<file path="src/core/aoc_pkg.sv">
// Package for the offset trim and control register bank
package aoc_pkg;

  localparam int unsigned ADDR_W  = 5;
  localparam int unsigned DATA_W  = 10;
  localparam int unsigned CONV_W  = 16;
  localparam int unsigned NUM_CH  = 3;

  // Channel indices
  localparam int unsigned CH_RED   = 0;
  localparam int unsigned CH_GREEN = 1;
  localparam int unsigned CH_BLUE  = 2;

  // Register addresses
  localparam logic [ADDR_W-1:0] ADDR_RED_FINE_TRIM          = 5'h06;
  localparam logic [ADDR_W-1:0] ADDR_GREEN_FINE_TRIM        = 5'h07;
  localparam logic [ADDR_W-1:0] ADDR_BLUE_FINE_TRIM         = 5'h08;
  localparam logic [ADDR_W-1:0] ADDR_EVEN_RED_COARSE_TRIM   = 5'h09;
  localparam logic [ADDR_W-1:0] ADDR_EVEN_GREEN_COARSE_TRIM = 5'h0A;
  localparam logic [ADDR_W-1:0] ADDR_EVEN_BLUE_COARSE_TRIM  = 5'h0B;
  localparam logic [ADDR_W-1:0] ADDR_EVEN_RED_FINE_TRIM     = 5'h0C;
  localparam logic [ADDR_W-1:0] ADDR_EVEN_GREEN_FINE_TRIM   = 5'h0D;
  localparam logic [ADDR_W-1:0] ADDR_EVEN_BLUE_FINE_TRIM    = 5'h0E;
  localparam logic [ADDR_W-1:0] ADDR_CONTROL_AND_POLARITY   = 5'h0F;

  // Reset values
  localparam logic [DATA_W-1:0] RST_FINE_TRIM   = 10'h200;
  localparam logic [DATA_W-1:0] RST_COARSE_TRIM = 10'h155;
  localparam logic [7:0]        RST_CONTROL     = 8'h00;
  localparam logic [CONV_W-1:0] RST_CONV        = 16'h0000;
  localparam logic [DATA_W-1:0] RD_UNMAPPED     = 10'h000;

  // Control and polarity bit positions
  localparam int unsigned BIT_CONVERTER_CLOCK_POLARITY = 7;
  localparam int unsigned BIT_LINE_CLAMP_POLARITY      = 6;
  localparam int unsigned BIT_BLACK_SAMPLE_POLARITY    = 5;
  localparam int unsigned BIT_VIDEO_SAMPLE_POLARITY    = 4;
  localparam int unsigned BIT_LOW_POWER_DISABLE        = 3;
  localparam int unsigned BIT_POWER_DOWN               = 2;
  localparam int unsigned BIT_OUTPUT_ENABLE_BAR        = 1;
  localparam int unsigned BIT_SOFT_RESET               = 0;

  // Timing input indices in the timing vectors
  localparam int unsigned TIM_CONVERTER_CLOCK = 3;
  localparam int unsigned TIM_LINE_CLAMP      = 2;
  localparam int unsigned TIM_BLACK_SAMPLE    = 1;
  localparam int unsigned TIM_VIDEO_SAMPLE    = 0;

  typedef logic [NUM_CH-1:0][DATA_W-1:0] aoc_trim3_t;
  typedef logic [3:0]                    aoc_timing_t;

  typedef struct packed {
    logic [ADDR_W-1:0] addr;
    logic [DATA_W-1:0] wdata;
    logic              wr;
  } aoc_reg_req_t;

  typedef struct packed {
    aoc_trim3_t        fine;
    aoc_trim3_t        even_coarse;
    aoc_trim3_t        even_fine;
    logic [7:0]        ctrl;
    aoc_timing_t       sync1;
    aoc_timing_t       sync2;
    aoc_timing_t       prev;
    aoc_trim3_t        sel_coarse;
    aoc_trim3_t        sel_fine;
    logic [DATA_W-1:0] rd_data;
    logic [CONV_W-1:0] conv;
    logic              conv_oe;
    logic              video_strobe;
    logic              black_strobe;
  } aoc_state_t;

endpackage : aoc_pkg

</file>
<file path="src/core/aoc_offset_control_regs.sv">
// Offset trim registers, even-pixel trim selection and control/polarity logic
`timescale 1ns/1ps
`default_nettype none
module aoc_offset_control_regs (
  input  wire logic                       CLK_IN,
  input  wire logic                       ARST_N_IN,
  input  wire aoc_pkg::aoc_reg_req_t      REG_REQ_IN,
  output logic [aoc_pkg::DATA_W-1:0]      REG_RD_DATA_OUT,
  input  wire logic                       ALT_PIXEL_MODE_IN,
  input  wire logic                       PIXEL_EVEN_IN,
  input  wire aoc_pkg::aoc_trim3_t        COARSE_TRIM_IN,
  input  wire aoc_pkg::aoc_timing_t       TIMING_PINS_IN,
  input  wire logic [aoc_pkg::CONV_W-1:0] CONV_DATA_IN,
  output aoc_pkg::aoc_trim3_t             COARSE_TRIM_OUT,
  output aoc_pkg::aoc_trim3_t             FINE_TRIM_OUT,
  output aoc_pkg::aoc_timing_t            TIMING_ACTIVE_OUT,
  output logic                            VIDEO_SAMPLE_STROBE_OUT,
  output logic                            BLACK_SAMPLE_STROBE_OUT,
  output logic                            LOW_POWER_DISABLE_OUT,
  output logic                            POWER_DOWN_OUT,
  output logic [aoc_pkg::CONV_W-1:0]      CONV_BUS_OUT,
  output logic                            CONV_BUS_OE_OUT
);
  import aoc_pkg::*;

  aoc_state_t  state;
  aoc_state_t  next_state;
  aoc_timing_t polarity;
  aoc_timing_t active;
  aoc_timing_t active_prev;
  logic        soft_reset;
  logic        use_even;

  // Registered read mux; the self-clearing reset bit always reads zero
  function automatic logic [DATA_W-1:0] read_reg(input aoc_state_t s,
                                                 input logic [ADDR_W-1:0] a);
    logic [DATA_W-1:0] r;
    r = RD_UNMAPPED;
    case (a)
      ADDR_RED_FINE_TRIM:          r = s.fine[CH_RED];
      ADDR_GREEN_FINE_TRIM:        r = s.fine[CH_GREEN];
      ADDR_BLUE_FINE_TRIM:         r = s.fine[CH_BLUE];
      ADDR_EVEN_RED_COARSE_TRIM:   r = s.even_coarse[CH_RED];
      ADDR_EVEN_GREEN_COARSE_TRIM: r = s.even_coarse[CH_GREEN];
      ADDR_EVEN_BLUE_COARSE_TRIM:  r = s.even_coarse[CH_BLUE];
      ADDR_EVEN_RED_FINE_TRIM:     r = s.even_fine[CH_RED];
      ADDR_EVEN_GREEN_FINE_TRIM:   r = s.even_fine[CH_GREEN];
      ADDR_EVEN_BLUE_FINE_TRIM:    r = s.even_fine[CH_BLUE];
      ADDR_CONTROL_AND_POLARITY:   r = {2'h0, s.ctrl[7:1], 1'b0};
      default:                     r = RD_UNMAPPED;
    endcase
    return r;
  endfunction : read_reg

  always_comb begin
    next_state = state;
    soft_reset = REG_REQ_IN.wr && (REG_REQ_IN.addr == ADDR_CONTROL_AND_POLARITY)
                 && REG_REQ_IN.wdata[BIT_SOFT_RESET];

    // Register writes
    if (REG_REQ_IN.wr) begin
      case (REG_REQ_IN.addr)
        ADDR_RED_FINE_TRIM:          next_state.fine[CH_RED] = REG_REQ_IN.wdata;
        ADDR_GREEN_FINE_TRIM:        next_state.fine[CH_GREEN] = REG_REQ_IN.wdata;
        ADDR_BLUE_FINE_TRIM:         next_state.fine[CH_BLUE] = REG_REQ_IN.wdata;
        ADDR_EVEN_RED_COARSE_TRIM:   next_state.even_coarse[CH_RED] = REG_REQ_IN.wdata;
        ADDR_EVEN_GREEN_COARSE_TRIM: next_state.even_coarse[CH_GREEN] = REG_REQ_IN.wdata;
        ADDR_EVEN_BLUE_COARSE_TRIM:  next_state.even_coarse[CH_BLUE] = REG_REQ_IN.wdata;
        ADDR_EVEN_RED_FINE_TRIM:     next_state.even_fine[CH_RED] = REG_REQ_IN.wdata;
        ADDR_EVEN_GREEN_FINE_TRIM:   next_state.even_fine[CH_GREEN] = REG_REQ_IN.wdata;
        ADDR_EVEN_BLUE_FINE_TRIM:    next_state.even_fine[CH_BLUE] = REG_REQ_IN.wdata;
        ADDR_CONTROL_AND_POLARITY:   next_state.ctrl = {REG_REQ_IN.wdata[7:1], 1'b0};
        default:                     next_state.ctrl = state.ctrl;
      endcase
    end

    // Soft reset overrides the write itself, so the bit never stays set
    if (soft_reset) begin
      next_state.fine        = {NUM_CH{RST_FINE_TRIM}};
      next_state.even_coarse = {NUM_CH{RST_COARSE_TRIM}};
      next_state.even_fine   = {NUM_CH{RST_FINE_TRIM}};
      next_state.ctrl        = RST_CONTROL;
    end

    // Per-pixel trim selection; mode is not qualified with fixed gain mode
    // because the host keeps that pairing
    use_even = ALT_PIXEL_MODE_IN && PIXEL_EVEN_IN;
    for (int ch = 0; ch < NUM_CH; ch++) begin
      next_state.sel_coarse[ch] = use_even ? state.even_coarse[ch] : COARSE_TRIM_IN[ch];
      next_state.sel_fine[ch]   = use_even ? state.even_fine[ch] : state.fine[ch];
    end

    // Timing pins: two-stage synchroniser, then polarity normalisation
    next_state.sync1 = TIMING_PINS_IN;
    next_state.sync2 = state.sync1;
    polarity = {state.ctrl[BIT_CONVERTER_CLOCK_POLARITY],
                state.ctrl[BIT_LINE_CLAMP_POLARITY],
                state.ctrl[BIT_BLACK_SAMPLE_POLARITY],
                state.ctrl[BIT_VIDEO_SAMPLE_POLARITY]};
    active      = state.sync2 ^ polarity;
    active_prev = state.prev ^ polarity;
    next_state.prev = state.sync2;
    // Sample at the end of the active phase: falling edge when active high,
    // rising edge when active low; both phases use the current polarity, so a polarity change alone never strobes
    next_state.video_strobe = active_prev[TIM_VIDEO_SAMPLE]
                              && !active[TIM_VIDEO_SAMPLE];
    next_state.black_strobe = active_prev[TIM_BLACK_SAMPLE]
                              && !active[TIM_BLACK_SAMPLE];

    // Conversion data frozen while powered down to save switching
    if (!state.ctrl[BIT_POWER_DOWN]) begin
      next_state.conv = CONV_DATA_IN;
    end
    next_state.conv_oe = !state.ctrl[BIT_OUTPUT_ENABLE_BAR];

    next_state.rd_data = read_reg(state, REG_REQ_IN.addr);
  end

  always_ff @(posedge CLK_IN or negedge ARST_N_IN) begin
    if (!ARST_N_IN) begin
      state.fine         <= {NUM_CH{RST_FINE_TRIM}};
      state.even_coarse  <= {NUM_CH{RST_COARSE_TRIM}};
      state.even_fine    <= {NUM_CH{RST_FINE_TRIM}};
      state.ctrl         <= RST_CONTROL;
      state.sync1        <= 4'h0;
      state.sync2        <= 4'h0;
      state.prev         <= 4'h0;
      state.sel_coarse   <= {NUM_CH{RST_COARSE_TRIM}};
      state.sel_fine     <= {NUM_CH{RST_FINE_TRIM}};
      state.rd_data      <= RD_UNMAPPED;
      state.conv         <= RST_CONV;
      state.conv_oe      <= 1'b0;
      state.video_strobe <= 1'b0;
      state.black_strobe <= 1'b0;
    end else begin
      state <= next_state;
    end
  end

  assign REG_RD_DATA_OUT         = state.rd_data;
  assign COARSE_TRIM_OUT         = state.sel_coarse;
  assign FINE_TRIM_OUT           = state.sel_fine;
  assign TIMING_ACTIVE_OUT       = state.prev ^ {state.ctrl[BIT_CONVERTER_CLOCK_POLARITY],
                                                 state.ctrl[BIT_LINE_CLAMP_POLARITY],
                                                 state.ctrl[BIT_BLACK_SAMPLE_POLARITY],
                                                 state.ctrl[BIT_VIDEO_SAMPLE_POLARITY]};
  assign VIDEO_SAMPLE_STROBE_OUT = state.video_strobe;
  assign BLACK_SAMPLE_STROBE_OUT = state.black_strobe;
  assign LOW_POWER_DISABLE_OUT   = state.ctrl[BIT_LOW_POWER_DISABLE];
  assign POWER_DOWN_OUT          = state.ctrl[BIT_POWER_DOWN];
  assign CONV_BUS_OUT            = state.conv;
  assign CONV_BUS_OE_OUT         = state.conv_oe;

endmodule : aoc_offset_control_regs
`default_nettype wire

</file>
<file path="config.mk">
export PLATFORM = sky130hd
export DESIGN_NAME = aoc_offset_control_regs
export DESIGN_NICKNAME = d
export VERILOG_FILES = /design/src/core/aoc_pkg.sv /design/src/core/aoc_offset_control_regs.sv
export SDC_FILE = /design/constraint.sdc
export NUM_CORES = 1
export LEC_CHECK = 0
export ABC_AREA = 1
export BUFFER_PORTS_ARGS = -buffer_cell sky130_fd_sc_hd__buf_2
export CAP_MARGIN = 20
export CORE_MARGIN = 10
export CORE_UTILIZATION = 45
export DETAILED_ROUTE_END_ITERATION = 8
export PLACE_DENSITY = 0.66
export SYNTH_ARGS = -nofsm -noshare
export SYNTH_HDL_FRONTEND = slang
export SYNTH_SLANG_ARGS = --single-unit
</file>
<file path="constraint.sdc">
create_clock -name CLK_IN -period 3 [get_ports CLK_IN]
set_input_delay 0.45 -clock CLK_IN [delete_from_list [all_inputs] [get_ports CLK_IN]]
set_output_delay 0.45 -clock CLK_IN [all_outputs]
set_load 0.01 [all_outputs]
</file>
# After elaboration in Yosys (flattened, before gate mapping)

Index checks and enable logic that the tools add are counted.

Register bits after elaboration: 199
Bits of input ports: 70
Output and inout port bits: 95
Logic and storage cells: 84

Eq/ne operators: 10
Muxes and demuxes: 19
Bitwise logic cells: 2
Reductions and logical operators: 29

Operators with widths:

| kind                                                | count |
|---|---|
| two-way mux 98 bit                                  | 2 |
| two-way mux 10 bit                                  | 15 |
| one-hot mux 10 bit (10 select lines)                | 1 |
| equality test 5 x 4 -> 1 bit, second input constant | 8 |
| nonzero test 2 bit                                  | 11 |
| AND reduction 2 bit                                 | 10 |
| equality test 5 x 3 -> 1 bit, second input constant | 2 |
| two-way mux 8 bit                                   | 1 |
| logical AND 1 bit                                   | 5 |
| bitwise XOR 4 bit                                   | 1 |
| zero test 1 bit                                     | 3 |
| bitwise XOR 2 bit                                   | 1 |

# Logic depth before layout (Yosys ltp)

Gate-level depths: netlist (run 1).

Word-level depth: 5
Gate-level depth with buffers: 9
Mapped depth without buffers: 8

# Worst setup path before layout (run 1)

Ideal clock, no wire load.

Path kind: input -> register
Start: input ALT_PIXEL_MODE_IN
End: register state (netlist bit COARSE_TRIM_OUT[17])
Setup time: 0.125 ns
Arrival time: 1.424 ns
Setup slack: 1.451 ns
Stages on the path: 4
Buffers on the path: 2
Cells stage by stage: nand2_1 > clkbuf_1 > buf_2 > mux2_2

RTL lines:

| what                 | line                           | text |
|---|---|---|
| from (decl)          | aoc_offset_control_regs.sv:9   | `input wire logic ALT_PIXEL_MODE_IN,` |
| to (signal assigned) | aoc_offset_control_regs.sv:136 | `state <= next_state;` |
| to (decl)            | aoc_offset_control_regs.sv:26  | `aoc_state_t state;` |

# Worst setup path after layout (run 1)

Start: input REG_REQ_IN[11] (netlist bit)
End: register state[141] (netlist bit)

Cells in the longest elaborated chain, start to end: 5
Elaborated cells on any way between the ends: 8

RTL lines:

| what                          | line                          | text |
|---|---|---|
| from (decl)                   | aoc_offset_control_regs.sv:7  | `input wire aoc_pkg::aoc_reg_req_t REG_REQ_IN,` |
| equality test 5 x 4 -> 1 bit  | aoc_offset_control_regs.sv:57 | `soft_reset = REG_REQ_IN.wr && (REG_REQ_IN.addr == ADDR_CONTROL_AND_POLARITY)` |
| logical AND 1 bit             | aoc_offset_control_regs.sv:57 |  |
| logical AND 1 bit             | aoc_offset_control_regs.sv:58 | `&& REG_REQ_IN.wdata[BIT_SOFT_RESET];` |
| nonzero test 2 bit (no line)  | n/a                           |  |
| AND reduction 2 bit (no line) | n/a                           |  |

Parallel ways exist; a longest one is shown, timed or not.
A chain may end at the register's enable or synchronous reset.

==> results of run 1 <==
worst max-delay path, cell delays in order:
cell and delay, ps:
sky130_fd_sc_hd__buf_2 110, sky130_fd_sc_hd__nand2_2 120, sky130_fd_sc_hd__nor2_4 210, sky130_fd_sc_hd__nand2_2 130, sky130_fd_sc_hd__nor2_4 270, sky130_fd_sc_hd__nand2_4 400, sky130_fd_sc_hd__buf_4 360, sky130_fd_sc_hd__nand2_1 150
sky130_fd_sc_hd__nand2_1 80, sky130_fd_sc_hd__nand2_1 60
kinds of logic after synthesis:
logic type | share of synthesized area
muxes | 0.0653
AOI/OAI and AO/OA | 0.0132
DFF | 0.537
buffers and inverters | 0.123
xor gates and xnor gates | 0.00188
and+or+nand+nor | 0.260
stage by stage:
stage / util / power, W / setup WS (ps) / hold slack, ps / area (um^2)
2_1_floorplan: - / 0.00437 / 1450 / 154 / 9320
4_1_cts: 0.505 / 0.00705 / 1070 / 58.3 / 10300
5_1_grt: 0.505 / 0.00732 / 823 / 77.9 / 10300
6_report: 0.505 / 0.00699 / 1010 / 23.8 / 10300
3_3_place_gp: 0.476 / 0.00468 / 672 / 332 / 9670
3_5_place_dp: 0.476 / 0.00470 / 626 / 336 / 9670
worst max-delay path by stage:
stage / from / endpoint / cells past startpoint
CTS: POWER_DOWN_OUT / POWER_DOWN_OUT / 1
detailed placement: REG_REQ_IN[12] / state[143] / 10
floorplan: ALT_PIXEL_MODE_IN / COARSE_TRIM_OUT[17] / 4
global route: REG_REQ_IN[11] / state[141] / 10
finish: REG_REQ_IN[11] / state[141] / 10
global placement: REG_REQ_IN[11] / state[139] / 10
per-layer routing:
metal | up-vias | track usage | part of all wire | wire length [um]
li1 | 3319 | - | - | -
met1 | 3316 | 0.242 | 0.43 | 10600
met2 | 309 | 0.285 | 0.45 | 11300
met3 | 38 | 0.0571 | 0.096 | 2410
met4 | 2 | 0.0638 | 0.023 | 582
met5 | - | 0 | 0.00052 | 13
cells in the mapped netlist:
cell type	count
sky130_fd_sc_hd__nand2_2	9
sky130_fd_sc_hd__inv_2	7
sky130_fd_sc_hd__nor2_2	6
sky130_fd_sc_hd__nand3_1	200
sky130_fd_sc_hd__o21ai_1	5
sky130_fd_sc_hd__nand2_1	296
sky130_fd_sc_hd__o21a_1	1
sky130_fd_sc_hd__clkinv_1	1
sky130_fd_sc_hd__nor2_1	36
sky130_fd_sc_hd__buf_4	86
sky130_fd_sc_hd__clkbuf_1	17
sky130_fd_sc_hd__nand4_1	4
sky130_fd_sc_hd__dfstp_2	39
sky130_fd_sc_hd__nor2_4	3
sky130_fd_sc_hd__nand3_2	2
sky130_fd_sc_hd__a21oi_1	2
sky130_fd_sc_hd__buf_2	15
sky130_fd_sc_hd__mux2_2	54
sky130_fd_sc_hd__o21ai_0	16
sky130_fd_sc_hd__xor2_1	2
sky130_fd_sc_hd__dfrtp_1	159
sky130_fd_sc_hd__buf_6	16
sky130_fd_sc_hd__inv_1	40
registers in the layout (all words and copies together) (netlist names):
| register | flops |
|---|---|
| FINE_TRIM_OUT | 30 |
| VIDEO_SAMPLE_STROBE_OUT | 1 |
| state | 95 |
| polarity | 4 |
| CONV_BUS_OE_OUT | 1 |
| CONV_BUS_OUT | 16 |
| COARSE_TRIM_OUT | 30 |
| POWER_DOWN_OUT | 1 |
| REG_RD_DATA_OUT | 10 |
| BLACK_SAMPLE_STROBE_OUT | 1 |
| LOW_POWER_DISABLE_OUT | 1 |
| next_state | 8 |
area by class of cell:
type	instances	area, um^2
clock buffer	22	444
inverter	48	180
clock inverter	10	146
tap	270	338
fill	1917	10000
sequential	198	5000
timing repair buffer	178	972
multi-input combinational	636	3180
where the power goes:
| part | total (W) | switching [W] | internal (W) |
|---|---|---|---|
| registers | 0.00353 | 0.000330 | 0.00320 |
| logic | 0.00111 | 0.000640 | 0.000469 |
| clock network | 0.00235 | 0.00103 | 0.00132 |
| total | 0.00699 | 0.00200 | 0.00499 |
==> results.md, run 1 <==
Timing:
- The max-slew headroom at the worst pin is 0.494.
- The maximum operating frequency is 0.503 GHz.
- The final-report hold violation count is 0.
- Setup repair after global routing left no endpoint under its margin.
- Across the routed clock network, the largest skew measured is 7.38 ps.
- The measured slew at the worst slew-check pin is 757 ps.
- Of the available clock period, the critical path in the final layout requires 0.662.
- The time the final worst path needs with I/O delays and setup is 1990 ps.
- The max-slew violation count was 0.
- Setup violations remaining at the end of the flow were counted as 0.
- Setup total negative slack on the finished layout was measured at 0 ps.

Placed design:
- Counting tap cells, the placed design contains a total of 1330 instances.
- The wire-length estimate of the detail-placed layout is 17900 um.
- Input and output buffers added on the ports amount to 164.
- Routability-driven placement finished with a final weighted congestion of 0.904.

CTS:
- The post-cts repair resize count is 0.
- Counting every sink on the clock net gives 198.
- The number of clock buffers added by TritonCTS is 17.
- TritonCTS built the clock tree.
- The H-tree was split into 4 levels.
- The hold-fix buffer count after cts is 0.
- The source-to-sink clock delay at the later pin of the worst-skew pair is 440 ps.
- The count of buffers added by post-CTS timing repair for setup is 0.
- After clock tree synthesis, the clock-pin slew on the worst setup and hold paths is 70 ps.
- The master cell of the clock root buffer is sky130_fd_sc_hd__clkbuf_16.
- In this run the deepest clock path goes through 2 buffers.

Synthesis:
- During synthesis, Yosys emitted a total of 0 warnings.
- The mean instance size in the synthesized netlist is 9.17 um^2.
- The sequential area share after synthesis is 0.537.
- The share of synthesized area in the top cell type comes to 0.427.
- The post-synthesis cell type count is 23.
- sky130_fd_sc_hd__dfrtp_1 takes more of the synthesized area than any other cell.
- The number of nets in the synthesized netlist is 1086.
- By area the synthesized netlist is led by sky130_fd_sc_hd__dfrtp_1, sky130_fd_sc_hd__nand2_1, sky130_fd_sc_hd__dfstp_2.
- The register bit total from synthesis is 198.
- Synthesis produced 1016 cells.
- The total standard cell area after synthesis is 9320 um^2.

Cells and area:
- The fraction of final layout cells sized beyond drive strength 1 is 0.299.
- The final layout net count is 1149.
- Leaving out fill and tap cells, the most frequent cell in the layout is sky130_fd_sc_hd__nand2_1.
- In the layout the commonest cells are sky130_fd_sc_hd__nand2_1, sky130_fd_sc_hd__nand3_1, sky130_fd_sc_hd__buf_2, sky130_fd_sc_hd__dfrtp_1, sky130_fd_sc_hd__mux2_2.
- Once layout is complete, the cells apart from fillers number 1362.
- The layout-stage area growth over the synthesis result is 10.1%.
- 0 antenna diodes ended up in the layout.

Floorplanning:
- The top-level port count is 165.
- After floorplanning, the core was sized to cover 20300 um^2.
- The starting density of the core is 0.459.
- The number of placement rows is 52.
- The die covers 26900 um^2.
- In this run the horizontal extent of the chip is 164 um.
- The die is 164 um tall.

Worst setup path:
- The reg-to-reg startpoint is POWER_DOWN_OUT.
- The worst setup path is launched from an input port.
- In this run the worst path has a maximum fanout of 58.
- The worst register-to-register path has a setup slack of 1290 ps.
- STA classifies the critical path endpoint as a flop.
- The start-to-end type of the worst setup path is input port to flop.
- The data arrival at the endpoint of the critical path is 2370 ps.
- The endpoint of the most critical register-to-register path is POWER_DOWN_OUT.
- The required time at the endpoint of the critical path is 3390 ps.
- The worst register-to-register path has a depth of 2.

Detailed routing:
- For this run, design rule violations remaining after detail routing come to 0.
- In this run the remaining antenna-violating nets after routing total 0.
- The wire length per cell after detailed routing is 18.3 um.
- The number of vias per cell after detailed routing is 5.13.
- The total vias in the final route is 6984.
- The DRC marker count from the first detailed-route iteration is 641.
- The total wirelength of the detailed-routed design is 25000 um.
- The pre-antenna-repair detailed-routing pass consisted of 5 iterations.

Pwr:
- VDD sags by at most 0.000399 V.
- The leakage component of the power is 5.54 nW.
- Power spread over the standard cell area amounts to 681 nW/um^2.

Global routing:
- Summed over all layers, the global routing overflow is 0.
- The initial antenna violation count is 1.
- The global-route total usage across every layer is 0.185.
- Entering global routing, the biggest net connects 79 pins.
- The number of global-route vias before repair is 6792.
- The first global-routing pass estimated 38400 um of wire.

Run status:
- The run finished with clean final reports.

Flow run:
- Max-cap violations in this run came to 0.

Min path:
- The path category of the worst min-delay check is input port to async pin.
(Power assumes the default switching activity.)
==> run 2, diff against run 1 <==
--- a/config.mk
+++ b/config.mk
@@ -11,7 +11,7 @@
 export CORE_MARGIN = 10
 export CORE_UTILIZATION = 45
 export DETAILED_ROUTE_END_ITERATION = 8
-export PLACE_DENSITY = 0.66
+export PLACE_DENSITY = 0.69
 export SYNTH_ARGS = -nofsm -noshare
 export SYNTH_HDL_FRONTEND = slang
 export SYNTH_SLANG_ARGS = --single-unit
==> constraint.sdc (replaced) <==
create_clock -name CLK_IN -period 1.7 [get_ports CLK_IN]
set_input_delay 0.255 -clock CLK_IN [delete_from_list [all_inputs] [get_ports CLK_IN]]
set_output_delay 0.255 -clock CLK_IN [all_outputs]
set_load 0.01 [all_outputs]
==> results.md, run 2 (synthesis results as in run 1) <==
Timing:
- The post-route clock skew is 12.6 ps (was 7.38 ps).
- The post-route fraction of the period consumed by the critical path is 0.911.
- The setup TNS was 0 ps (unchanged).
- The max-slew headroom at the worst pin came to 0.698 (was 0.494).
- The worst-case hold slack is 17.6 ps (was 23.8 ps).
- The measured slew at the worst slew-check pin is 450 ps (was 757 ps).
- The time the final worst path needs with I/O delays and setup is 1550 ps.
- The max-slew violation count is 0 (unchanged).
- The final-report hold violation count came to 0 (unchanged).
- The final setup violation count came to 0 (unchanged).
- Setup repair after global routing missed its margin: false (unchanged).
- Based on the critical path, the design can be clocked at up to 0.646 GHz.

Flow run:
- The max-cap check violation count is 0 (unchanged).

Cells and area:
- The number of antenna repair diodes is 0 (unchanged).
- Commonest non-fill, non-tap cells in the layout: sky130_fd_sc_hd__nand2_1, sky130_fd_sc_hd__nand3_1, sky130_fd_sc_hd__buf_2, sky130_fd_sc_hd__dfrtp_1, sky130_fd_sc_hd__mux2_2 (unchanged).
- The layout-stage area growth over the synthesis result is 14.3% (was 10.1%).
- The post-route non-filler standard cell count is 1408 (was 1362).
- The layout filler cell count was 1855 (was 1917).
- The fraction of final layout cells sized beyond drive strength 1 came to 0.312 (was 0.299).
- The largest register by flop count is state (unchanged).
- The final layout net count came to 1195 (was 1149).
- The flip-flop count of the largest register after layout is 95 (unchanged).
- The most common library cell in the layout ignoring fill and taps is sky130_fd_sc_hd__nand2_1 (unchanged).

CTS:
- The depth of the CTS H-tree is 4 (unchanged).
- The CTS tree is built (unchanged).
- The number of buffers inserted during clock tree synthesis is 17 (unchanged).
- The count of buffers added by post-CTS timing repair for setup is 0 (unchanged).
- The master cell of the clock root buffer is sky130_fd_sc_hd__clkbuf_16 (unchanged).
- The clock net sink count is 198 (unchanged).
- The source-to-sink clock delay at the later pin of the worst-skew pair came to 440 ps (about the same).
- The buffer levels on the longest clock path is 2 (unchanged).
- The clock transition at the register clock pins on the worst setup and hold paths after CTS is 70 ps (about the same).

Placed design:
- The count of port buffers added during placement came to 164 (unchanged).
- The cell count after placement came to 1358 (was 1330).
- The detailed-placement wirelength estimate came to 18600 um (was 17900 um).
- The global placer's final weighted congestion is 0.952 (was 0.904).

Pwr:
- The leakage component of the power came to 5.75 nW (was 5.54 nW).
- The part of the power in combinational logic was 0.170 (was 0.159).
- The proportion of power drawn by the clock network came to 0.319 (was 0.336).
- The switching share of power came to 0.291 (was 0.286).
- The portion of total power attributed to sequential cells is 0.512 (was 0.505).
- The internal power of the cells came to 0.00861 W (was 0.00499 W).
- The switching power is 0.00354 W (was 0.00200 W).
- The worst ir drop on vdd is 0.000735 V (was 0.000399 V).
- The power per unit of standard cell area is 1140 nW/um^2 (was 681 nW/um^2).

Global routing:
- The first-pass GRT wire length is 40000 um (was 38400 um).
- The global-route total usage across every layer was 0.190 (was 0.185).
- The initial antenna violation count came to 0 (was 1).
- The maximum number of pins on one net before global-route repair came to 55 (was 79).
- The total overflow reported by the global router came to 0 (unchanged).
- The number of global-route vias before repair was 6955 (was 6792).

Worst setup path:
- The category of the worst setup path launch point is a flop (was input port).
- The endpoint of the most critical register-to-register path is CONV_BUS_OUT[14] (was POWER_DOWN_OUT).
- The data arrival at the endpoint of the critical path is 1290 ps (was 2370 ps).
- The internal reg-to-reg setup slack is 470 ps (was 1290 ps).
- The reg-to-reg startpoint is POWER_DOWN_OUT (unchanged).
- The start-to-end type of the worst setup path is flop to output port (was input port to flop).
- The beginning of the critical path is POWER_DOWN_OUT (was REG_REQ_IN[11]).
- The cell depth of the worst flop-to-flop path came to 3 (was 2).
- The capture point of the worst path was POWER_DOWN_OUT (was state[141]).
- The capturing element type of the critical path is an output port (was flop).
- The required time at the endpoint of the critical path was 1440 ps (was 3390 ps).
- The top fanout value on the critical path is 17 (was 58).

Detailed routing:
- The post-detailed-route count of antenna-violating nets came to 0 (unchanged).
- The number of vias per cell after detailed routing is 5.10 (was 5.13).
- The DRC marker count from the first detailed-route iteration was 749 (was 641).
- The total vias in the final route is 7178 (was 6984).
- The total wirelength of the detailed-routed design is 25600 um (was 25000 um).
- The detailed-routing iteration count for the pre-antenna-repair pass came to 5 (unchanged).
- The post-route DRC violation count is 0 (unchanged).
- The wire length per cell after detailed routing is 18.2 um (was 18.3 um).

Floorplanning:
- The starting density of the core is 0.459 (unchanged).
- The top-level port count is 165 (unchanged).
- The die area is 26900 um^2 (unchanged).
- The area of the core is 20300 um^2 (unchanged).
- The number of placement rows was 52 (unchanged).
- The horizontal die dimension is 164 um (unchanged).
- The height of the chip was 164 um (unchanged).

Run status:
- Result of the run: finished clean (unchanged).

Min path:
- The path category of the worst min-delay check was input port to flop (was input port to async pin).
run 2: changes by cell type in the layout (fill, tap and decap cells not counted), moves of 2 or more:
cell                            previous run  this run
sky130_fd_sc_hd__buf_4                    11        36
sky130_fd_sc_hd__buf_12                    3         6
sky130_fd_sc_hd__clkinv_4                  3         1
sky130_fd_sc_hd__dlygate4sd3_1             0        18
sky130_fd_sc_hd__inv_4                     0         4
sky130_fd_sc_hd__bufinv_16                 3         1
run 2: area by class of cell:
class / count / area, um^2 / share of cell area
Inverter: 48 / 180 / 0.0169
Multi-Input combinational cell: 636 / 3180 / 0.298
Sequential cell: 198 / 5000 / 0.470
Clock inverter: 10 / 93.8 / 0.00882
Timing Repair Buffer: 224 / 1400 / 0.132
Clock buffer: 22 / 454 / 0.0427
Tap cell: 270 / 338 / 0.0317
run 2: layer usage:
layer | GRT usage | vias to the layer above | part of all wire
li1 | - | 3409 | -
met3 | 0.0523 | 33 | 0.092
met5 | 0 | - | 0
met1 | 0.260 | 3405 | 0.44
met4 | 0.0508 | 0 | 0.017
met2 | 0.292 | 331 | 0.45
run 2: worst max-delay path: stages, from the launching register on:
cell,delay [ps]
sky130_fd_sc_hd__dfrtp_1,440
sky130_fd_sc_hd__buf_4,250
sky130_fd_sc_hd__buf_2,170
run 2: how the worst min path moves through the flow:
stage / startpoint / endpoint / cells past startpoint
6_report: CONV_DATA_IN[4] / CONV_BUS_OUT[4] / 3
5_1_grt: CONV_DATA_IN[4] / CONV_BUS_OUT[4] / 3
4_1_cts: CONV_DATA_IN[4] / CONV_BUS_OUT[4] / 3
3_5_place_dp: ARST_N_IN / COARSE_TRIM_OUT[1] / 1
3_3_place_gp: ARST_N_IN / COARSE_TRIM_OUT[1] / 1
2_1_floorplan: ARST_N_IN / BLACK_SAMPLE_STROBE_OUT / 0
run 2: through the flow:
stage	area, um^2	worst slack [ps]	util	total power, W
global placement	9920	-23.8	0.489	0.00829
global route	10600	108	0.524	0.0128
CTS	10600	158	0.524	0.0123
finish	10600	151	0.524	0.0122
floorplan	9320	346	-	0.00771
detailed placement	9920	-6.02	0.489	0.00833
run 2: what timing repair did:
action                                  4_1_cts  5_1_grt
endpoints found under the hold margin        37        0
endpoints found under the setup margin        0        0
hold buffers                                 18        0
gates resized for setup                       0        0
run 2: power groups by stage:
| stage | combinational (W) | clock, W | sequential, W |
|---|---|---|---|
| floorplan | 0.00163 | 0 | 0.00608 |
| global placement | 0.00202 | 0 | 0.00627 |
| detailed placement | 0.00206 | 0 | 0.00627 |
| CTS | 0.00209 | 0.00395 | 0.00620 |
| global route | 0.00232 | 0.00414 | 0.00631 |
| finish | 0.00206 | 0.00387 | 0.00622 |
